[config.mk]
export PLATFORM = sky130hd
export DESIGN_NAME = video_hv_timing_generator
export DESIGN_NICKNAME = d
export VERILOG_FILES = /design/src/core/vtg_pkg.sv /design/src/core/hv_counter.sv /design/src/core/window_compare.sv /design/src/core/video_hv_timing_generator.sv
export VERILOG_INCLUDE_DIRS = /design/src /design/src/core
export SDC_FILE = /design/constraint.sdc
export NUM_CORES = 1
export LEC_CHECK = 0
export ABC_AREA = 1
export BUFFER_PORTS_ARGS = -buffer_cell sky130_fd_sc_hd__buf_2
export CORE_ASPECT_RATIO = 1.75
export CORE_MARGIN = 4
export CORE_UTILIZATION = 30
export CTS_BUF_LIST = sky130_fd_sc_hd__clkbuf_16
export CTS_CLUSTER_DIAMETER = 30
export DETAILED_ROUTE_END_ITERATION = 8
export GPL_TIMING_DRIVEN = 0
export PLACE_DENSITY = 0.45
export REMOVE_ABC_BUFFERS = 1
export SLEW_MARGIN = 25
export SYNTH_ARGS = -nofsm -noshare
export SYNTH_HDL_FRONTEND = slang
export SYNTH_SLANG_ARGS = --single-unit
export TNS_END_PERCENT = 1
[constraint.sdc]
create_clock -name clk_sys_i -period 2.96 [get_ports clk_sys_i]
set_clock_uncertainty 0.2 [all_clocks]
set_input_delay 0.592 -clock clk_sys_i [delete_from_list [all_inputs] [get_ports clk_sys_i]]
set_output_delay 0.592 -clock clk_sys_i [all_outputs]
set_load 0.02 [all_outputs]
[src/core/vtg_defines.svh]
`ifndef VTG_DEFINES_SVH
`define VTG_DEFINES_SVH

// ==========================================================
// register offsets inside the sub-region
`define OFS_HORIZ_TIMING   16'h0030
`define OFS_VERT_TIMING    16'h0034

// ==========================================================
// field positions, shared by both timing words
`define FLD_FIRST_MSB      31
`define FLD_FIRST_LSB      22
`define FLD_RSV_HI         21
`define FLD_LAST_MSB       20
`define FLD_LAST_LSB       11
`define FLD_RSV_LO         10
`define FLD_TOTAL_MSB      9
`define FLD_TOTAL_LSB      0

// ==========================================================
// address decode of the pipeline sub-region
`define ADDR_TOP_CODE      5'h01
`define ADDR_REGION_CODE   2'h1
`define ADDR_SUBREGION     4'h2
`define ADDR_PAD_CODE      2'h0

// ==========================================================
// reset values and counter constants
`define HORIZ_RESET        32'h00000000
`define VERT_RESET         32'h00000000
`define RSV_READ_MASK      32'hFFDFFBFF
`define FIELD1_LOAD        10'h001
`define FIELD2_LOAD        10'h000
`define HCOUNT_LOAD        11'h000
`define GENLOCK_FREE       3'h0
`define WRITE_ALL_LANES    4'hF

`endif

[src/core/vtg_pkg.sv]
package vtg_pkg;

  // ==========================================================
  // timing register word layout
  typedef struct packed
  {
    logic [9:0] first;
    logic       rsv_hi;
    logic [9:0] last;
    logic       rsv_lo;
    logic [9:0] total;
  } timing_word_s;

  // ==========================================================
  // host cpu access
  typedef struct packed
  {
    logic [31:0] addr;
    logic        wr;
    logic        rd;
    logic [3:0]  be;
    logic [31:0] wdata;
  } host_req_s;

  // ==========================================================
  // generator state
  typedef enum logic [1:0]
  {
    ST_HELD = 2'b01,
    ST_RUN  = 2'b10
  } timing_state_e;

endpackage

[src/core/hv_counter.sv]
`timescale 1ns/100ps
module hv_counter #(
  parameter int          W         = 11,
  parameter logic [W-1:0] RESET_VAL = '0
)(
  input  wire logic         clk_sys_i,
  input  wire logic         reset_n_i,
  input  wire logic         ce_i,
  input  wire logic         load_i,
  input  wire logic [W-1:0] load_val_i,
  input  wire logic         inc_i,
  output logic      [W-1:0] count_o
);

  logic [W-1:0] next_count;

  // ==========================================================
  // load beats increment
  always_comb
  begin
    next_count = count_o;
    if (load_i)
    begin
      next_count = load_val_i;
    end
    else if (inc_i)
    begin
      next_count = count_o + W'(1);
    end
  end

  always_ff @(posedge clk_sys_i)
  begin
    if (!reset_n_i)
    begin
      count_o <= RESET_VAL;
    end
    else if (ce_i)
    begin
      count_o <= next_count;
    end
  end

endmodule

[src/core/window_compare.sv]
`timescale 1ns/100ps
module window_compare #(
  parameter int W = 11
)(
  input  wire logic [W-1:0] value_i,
  input  wire logic [W-1:0] low_i,
  input  wire logic [W-1:0] high_i,
  output logic              inside_o
);

  // ==========================================================
  // inclusive on both ends
  assign inside_o = (value_i >= low_i) && (value_i <= high_i);

endmodule

[src/core/video_hv_timing_generator.sv]
// Notes on behaviour
// - active video starts at horizontal bits 31-22 pixel position
// - active video ends at horizontal bits 20-11 pixel position
// - when selected, capture accepted only inside horizontal and vertical window
// - horizontal bits 9-0 give total pixel positions per line
// - vertical bits 31-22 name last blanked line; active begins next line
// - vertical bits 20-11 name last active line of each field
// - line counter restarts on reaching vertical bits 9-0
// - field 1 loads line count one, field 2 loads zero
// - field flag toggles with the counter reset at field start
// - reserved bits 21 and 10 read-only, value unspecified
// - reads of any width: byte, word or double word
// - registers decoded in 256-KByte sub-region 2 of 4-MByte area
// - pixel positions doubled, odd compensation bit appended as lsb
// - enable clear holds timing at start of field 1
// - genlock off: counters reset themselves from line and field totals
`timescale 1ns/100ps
`include "vtg_defines.svh"
module video_hv_timing_generator (
  input  wire logic              clk_sys_i,
  input  wire logic              reset_n_i,
  input  wire logic              ce_i,
  input  wire vtg_pkg::host_req_s host_req_i,
  input  wire logic [2:0]        gbase_i,
  input  wire logic              timing_enable_i,
  input  wire logic [2:0]        genlock_mode_i,
  input  wire logic              odd_comp_i,
  input  wire logic              capture_sel_i,
  output logic      [31:0]       host_rdata_o,
  output logic                   host_ack_o,
  output logic      [10:0]       hcount_o,
  output logic      [9:0]        vcount_o,
  output logic                   field_o,
  output logic                   field_start_o,
  output logic                   capture_accept_o
);
  import vtg_pkg::*;

  // ==========================================================
  // declarations
  timing_word_s  horiz_timing;
  timing_word_s  vert_timing;
  timing_word_s  next_horiz_timing;
  timing_word_s  next_vert_timing;
  logic [31:0]   next_host_rdata;
  logic          next_host_ack;
  logic          region_hit;
  logic [15:0]   word_offset;
  logic          write_ok;
  logic [31:0]   read_word;
  logic [31:0]   lane_mask;

  timing_state_e state;
  timing_state_e next_state;
  logic          running;
  logic          held;
  logic          field_flag;
  logic          next_field_flag;
  logic          next_field_start;
  logic          next_capture_accept;

  logic [11:0]   line_clocks;
  logic [11:0]   hcount_plus;
  logic          line_wrap;
  logic          field_wrap;
  logic          h_load;
  logic          v_load;
  logic          v_inc;
  logic [9:0]    v_load_val;

  logic [10:0]   h_low;
  logic [10:0]   h_high;
  logic [10:0]   v_low;
  logic [10:0]   v_high;
  logic [10:0]   v_value;
  logic          h_inside;
  logic          v_inside;

  // ==========================================================
  // host decode
  assign region_hit = (host_req_i.addr[31:27] == `ADDR_TOP_CODE)
                   && (host_req_i.addr[26:24] == gbase_i)
                   && (host_req_i.addr[23:22] == `ADDR_REGION_CODE)
                   && (host_req_i.addr[21:18] == `ADDR_SUBREGION)
                   && (host_req_i.addr[17:16] == `ADDR_PAD_CODE);
  assign word_offset = {host_req_i.addr[15:2], 2'b00};
  // narrow writes dropped whole rather than merged
  assign write_ok = host_req_i.wr && region_hit
                 && (host_req_i.be == `WRITE_ALL_LANES);

  // ==========================================================
  // register file
  always_comb
  begin
    next_horiz_timing = horiz_timing;
    next_vert_timing  = vert_timing;
    if (write_ok)
    begin
      case (word_offset)
        `OFS_HORIZ_TIMING:
        begin
          next_horiz_timing = host_req_i.wdata & `RSV_READ_MASK;
        end
        `OFS_VERT_TIMING:
        begin
          next_vert_timing = host_req_i.wdata & `RSV_READ_MASK;
        end
        default:
        begin
          next_horiz_timing = horiz_timing;
        end
      endcase
    end
  end

  always_ff @(posedge clk_sys_i)
  begin
    if (!reset_n_i)
    begin
      horiz_timing <= `HORIZ_RESET;
      vert_timing  <= `VERT_RESET;
    end
    else if (ce_i)
    begin
      horiz_timing <= next_horiz_timing;
      vert_timing  <= next_vert_timing;
    end
  end

  // ==========================================================
  // read path
  always_comb
  begin
    case (word_offset)
      `OFS_HORIZ_TIMING: read_word = horiz_timing;
      `OFS_VERT_TIMING:  read_word = vert_timing;
      default:           read_word = 32'h00000000;
    endcase
  end

  // unselected lanes read zero so any width sees its bytes in place
  assign lane_mask = {{8{host_req_i.be[3]}}, {8{host_req_i.be[2]}},
                      {8{host_req_i.be[1]}}, {8{host_req_i.be[0]}}};

  always_comb
  begin
    next_host_ack   = 1'b0;
    next_host_rdata = host_rdata_o;
    if (host_req_i.rd && region_hit)
    begin
      next_host_ack   = 1'b1;
      next_host_rdata = read_word & lane_mask;
    end
    else if (write_ok)
    begin
      next_host_ack = 1'b1;
    end
  end

  always_ff @(posedge clk_sys_i)
  begin
    if (!reset_n_i)
    begin
      host_rdata_o <= 32'h00000000;
      host_ack_o   <= 1'b0;
    end
    else if (ce_i)
    begin
      host_rdata_o <= next_host_rdata;
      host_ack_o   <= next_host_ack;
    end
  end

  // ==========================================================
  // run control
  always_comb
  begin
    case (state)
      ST_HELD:
      begin
        // other genlock modes need sync inputs this block lacks
        if (timing_enable_i && (genlock_mode_i == `GENLOCK_FREE))
        begin
          next_state = ST_RUN;
        end
        else
        begin
          next_state = ST_HELD;
        end
      end
      ST_RUN:
      begin
        if (!timing_enable_i || (genlock_mode_i != `GENLOCK_FREE))
        begin
          next_state = ST_HELD;
        end
        else
        begin
          next_state = ST_RUN;
        end
      end
      default:
      begin
        next_state = ST_HELD;
      end
    endcase
  end

  assign running = (state == ST_RUN);
  assign held    = !running;

  // ==========================================================
  // counter control
  // counter runs at twice the pixel rate
  assign line_clocks = {1'b0, horiz_timing.total, 1'b0};
  assign hcount_plus = {1'b0, hcount_o} + 12'h001;
  // >= keeps a shrunk total from running the count away
  assign line_wrap   = running && (hcount_plus >= line_clocks);
  assign field_wrap  = line_wrap && (vcount_o >= vert_timing.total);

  assign h_load = held || line_wrap;
  assign v_load = held || field_wrap;
  assign v_inc  = line_wrap && !field_wrap;

  always_comb
  begin
    if (held)
    begin
      v_load_val = `FIELD1_LOAD;
    end
    else if (field_flag)
    begin
      v_load_val = `FIELD1_LOAD;
    end
    else
    begin
      v_load_val = `FIELD2_LOAD;
    end
  end

  always_comb
  begin
    next_field_flag = field_flag;
    if (held)
    begin
      next_field_flag = 1'b0;
    end
    else if (field_wrap)
    begin
      next_field_flag = !field_flag;
    end
  end

  hv_counter #(
    .W         (11),
    .RESET_VAL (`HCOUNT_LOAD)
  ) u_hcount (
    .clk_sys_i  (clk_sys_i),
    .reset_n_i  (reset_n_i),
    .ce_i       (ce_i),
    .load_i     (h_load),
    .load_val_i (`HCOUNT_LOAD),
    .inc_i      (running),
    .count_o    (hcount_o)
  );

  hv_counter #(
    .W         (10),
    .RESET_VAL (`FIELD1_LOAD)
  ) u_vcount (
    .clk_sys_i  (clk_sys_i),
    .reset_n_i  (reset_n_i),
    .ce_i       (ce_i),
    .load_i     (v_load),
    .load_val_i (v_load_val),
    .inc_i      (v_inc),
    .count_o    (vcount_o)
  );

  // ==========================================================
  // active window
  assign h_low   = {horiz_timing.first, odd_comp_i};
  assign h_high  = {horiz_timing.last, odd_comp_i};
  assign v_low   = {1'b0, vert_timing.first} + 11'h001;
  assign v_high  = {1'b0, vert_timing.last};
  assign v_value = {1'b0, vcount_o};

  window_compare #(
    .W (11)
  ) u_hwin (
    .value_i  (hcount_o),
    .low_i    (h_low),
    .high_i   (h_high),
    .inside_o (h_inside)
  );

  window_compare #(
    .W (11)
  ) u_vwin (
    .value_i  (v_value),
    .low_i    (v_low),
    .high_i   (v_high),
    .inside_o (v_inside)
  );

  // accept lags the counters by one cycle
  assign next_capture_accept = running && capture_sel_i
                            && h_inside && v_inside;
  assign next_field_start = field_wrap;

  // ==========================================================
  // state and outputs
  always_ff @(posedge clk_sys_i)
  begin
    if (!reset_n_i)
    begin
      state            <= ST_HELD;
      field_flag       <= 1'b0;
      field_start_o    <= 1'b0;
      capture_accept_o <= 1'b0;
    end
    else if (ce_i)
    begin
      state            <= next_state;
      field_flag       <= next_field_flag;
      field_start_o    <= next_field_start;
      capture_accept_o <= next_capture_accept;
    end
  end

  assign field_o = field_flag;

endmodule

==> impl_metrics.py <==
metrics = {
    "outcome": {
        "status": "complete, no violations",
    },
    "worst_setup_path": {
        "worst_setup_path_start_kind": "flip-flop",
        "crit_required_ns": 3.07,
        "critPathMostFrequentCell": "nand2_1",
        "path_class": "reg2reg",
        "cp_cell_sequence": "nand2_1 > inv_1 > nand2_1 > nor2_2 > nand3_1 > xnor2_2 > ha_1 > nand3_1 > nor3_1 > nand3_2 > nand2_1 > nand3_1 > nand2_2 > nand2_1 > nand2_4 > nor2_1",
        "r2r_start": "u_hcount.count_o[3]",
        "cp-end-kind": "flip-flop",
        "worstPathMaxFanout": 7,
        "cpMaxStageDelayCell": "dfxtp_4",
        "reg2regPathDepth": 16,
        "arrival_ns": 3.00,
        "r2r_end": "u_vcount.count_o[2]",
        "cp_slowest_stage_delay_ns": 0.40,
        "reg2reg_slack_ns": 0.07,
    },
    "power": {
        "clockPowerShare": 0.508,
        "p_switching_mw": 0.879,
        "leakage_nw": 3.68,
        "switching_share": 0.241,
        "intPower_mw": 2.76,
        "p_comb_frac": 0.058,
        "seqPwrFrac": 0.434,
        "powerDensity_nw_per_um2": 426,
        "max-vdd-ir-drop_mv": 0.365,
    },
    "global_routing": {
        "grt_max_degree": 67,
        "overflow": 0,
        "track_usage": 0.199,
        "antenna_found_initial": 0,
        "grt_pass1_wl_um": 39000,
        "grt_pass1_vias": 6951,
    },
    "timing": {
        "tightest_slew_ns": 0.985,
        "relSlewSlack": 0.338,
        "finalCritPeriodShare": 0.975,
        "rsz0062_at_grt": "yes",
        "finalCriticalPeriod_ns": 2.89,
        "worst_slack_ns": 0.0729,
        "hold_viol_final": 0,
        "max_freq_mhz": 346,
        "setup_viol": 0,
        "drv_slew": 0,
    },
    "placement": {
        "gp_congestion": 0.835,
        "placed_cells": 1401,
        "io_buffer_count": 132,
        "place_hpwl_um": 18000,
        "place_ws_ns": -0.808,
    },
    "clock_tree": {
        "clockRootBuffer": "clkbuf_16",
        "hold_buffers": 0,
        "clock_sinks": 117,
        "cts.htree.levels": 4,
        "numCtsBuffers": 17,
        "path_clk_slew_ns": 0.05,
        "cts_tree": "done",
        "clock_latency_ns": 0.42,
        "cts_max_path_buffers": 2,
    },
    "cells_and_area": {
        "fin_nets": 1273,
        "drive_gt1_frac": 0.179,
        "syn2layout_area_growth_pct": 21.4,
        "multiInputGateArea_um2": 4140,
        "antenna_cells": 0,
        "ff_latch_area_um2": 2370,
        "postLayoutCoreUtil": 0.373,
        "fill_cells": 2470,
        "fin_cells": 1435,
    },
    "hold_path": {
        "holdPathEnd": "h_high[1]",
        "min_path_cells": 3,
        "min_from": "host_req_i[11]",
        "hp-class": "in2reg",
    },
    "routing": {
        "drt_iter0_markers": 397,
        "wirelength_um": 25200,
        "drc": 0,
        "drt-pass1-iter-count": 5,
        "vias_per_cell": 4.82,
        "num_vias": 6919,
        "post_drt_wl_per_cell_um": 17.5,
        "ant_nets": 0,
    },
    "synth": {
        "synth_commonest_cells": "nor2_1, nand2_1, dfxtp_1",
        "syn_area_um2": 7040,
        "synth_edf_count": 0,
        "syn_inst": 1012,
        "netlist.area_leader.share": 0.333,
        "synth_most_common_cell": "nor2_1",
        "syn_area_per_cell_um2": 6.96,
        "synth_warnings": 0,
        "synthArstFlopShare": 0,
        "synth-seq-cells": 117,
        "synth_area_leader_cell": "dfxtp_1",
        "synth_area_leaders": "dfxtp_1, ha_1, nor2_1",
        "synth-main-ff-cell": "dfxtp_1",
        "yosysSeqAreaShare": 0.333,
        "synth_cell_types": 39,
    },
    "floorplanning": {
        "start_util": 0.307,
        "die_w_um": 124,
        "die_h_um": 211,
        "die_area_um2": 26100,
        "num_rows": 73,
        "ios": 139,
        "core_um2": 22900,
    },
    "flow_run": {
        "drv_cap": 0,
    },
}
stage by stage:
step	hold WS, ns	TNS [ns]	total power, mW	cell area [um^2]
CTS	0.224	-0.00157	3.68	8490
floorplan	0.255	0	1.70	6760
global route	0.241	-4.24	3.76	8550
detailed placement	0.253	-75.88	1.83	7900
finish	0.234	0	3.64	8550
global placement	0.253	-133.45	1.82	7790
registers in the layout (all words and copies together), names as in the netlist:
register          cells
capture_accept_o      1
field_o               1
field_start_o         1
h_high               10
h_low                10
horiz_timing         10
host_ack_o            1
host_rdata_o         30
state                 2
u_hcount.count_o     11
u_vcount.count_o     10
v_high               10
vert_timing          20
worst max-delay path: cells and delay by family (launching register included):
| family | cells | cell delay (ns) |
|---|---|---|
| buffers and inverters | 1 | 0.08 |
| xor gates and xnor gates | 1 | 0.18 |
| adders and majority gates | 1 | 0.30 |
| DFF | 1 | 0.40 |
| and+or+nand+nor | 13 | 1.60 |
worst max path at each step:
stage / startpoint / to / slack (ns) / cells past startpoint
after floorplan: host_req_i[47] / v_high[0] / 0.11 / 7
after global placement: host_req_i[47] / vert_timing[30] / -1.79 / 8
after detailed placement: host_req_i[48] / h_low[4] / -0.81 / 8
after CTS: ce_i / host_rdata_o[16] / -0.002 / 10
after global routing: u_hcount.count_o[3] / u_vcount.count_o[2] / -0.13 / 18
final: u_hcount.count_o[3] / u_vcount.count_o[2] / 0.07 / 16
kinds of logic (layout without fill, tap and decap cells):
kind of cell	count (synthesis)	count (layout)	share of synthesized area
AO/OA/AOI/OAI	185	185	0.139
XOR/XNOR	21	21	0.0261
adder cells (fa/ha/maj)	66	66	0.117
buffers and inverters	154	273	0.0975
flip-flops	117	117	0.333
other	1	2	0.000532
AND/OR/NAND/NOR	468	471	0.287
power groups by stage:
stage               Clock, mW  Combinational, mW  Sequential, mW
finish                   1.85              0.212            1.58
CTS                      1.88              0.213            1.58
global route             1.95              0.238            1.58
global placement            0              0.206            1.62
detailed placement          0              0.210            1.62
floorplan                   0             0.0841            1.62
layer usage:
metal | up-vias | global-route usage | share of wire
met2 | 155 | 0.365 | 0.53
met5 | - | 0 | 0
li1 | 3549 | - | -
met3 | 38 | 0.0316 | 0.037
met4 | 0 | 0.0765 | 0.027
met1 | 3177 | 0.224 | 0.41
area by class of cell:
type | instances | share of cell area
sequential | 117 | 0.277
tap | 300 | 0.0439
clock inverter | 12 | 0.00907
inverter | 106 | 0.0468
clock buffer | 17 | 0.0497
timing repair buffer | 138 | 0.0890
multi-input combinational | 745 | 0.485
layout by cell type (no fill, tap or decap), types with 2 or more instances in the layout:
cell type	instances
a21oi_2	3
nand3_2	6
dfxtp_4	7
a21o_1	4
nand2_2	2
nor4_4	2
nand3_1	77
nor2_1	174
xnor2_1	6
nor2_2	2
buf_16	2
buf_4	4
a21oi_1	68
dfxtp_1	110
buf_2	131
nand3b_1	4
nor2_4	8
ha_1	66
o21ai_0	79
nor3_1	13
clkinv_1	2
nand2_1	160
conb_1	2
o22ai_1	21
nor4_1	2
o21a_1	3
xor2_1	13
nand2_4	4
inv_2	2
nand4_1	11
clkbuf_16	17
clkinv_2	5
o21ai_1	3
xnor2_2	2
inv_1	107
what timing repair did:
action                                  in CTS  in global routing
gates resized for setup                     22                 12
endpoints found under the setup margin     113                 99
cloned                                       3                  0
buffers inserted                             0                  2
pin swaps                                    3                  3
Power figures use the tool's default switching activity.
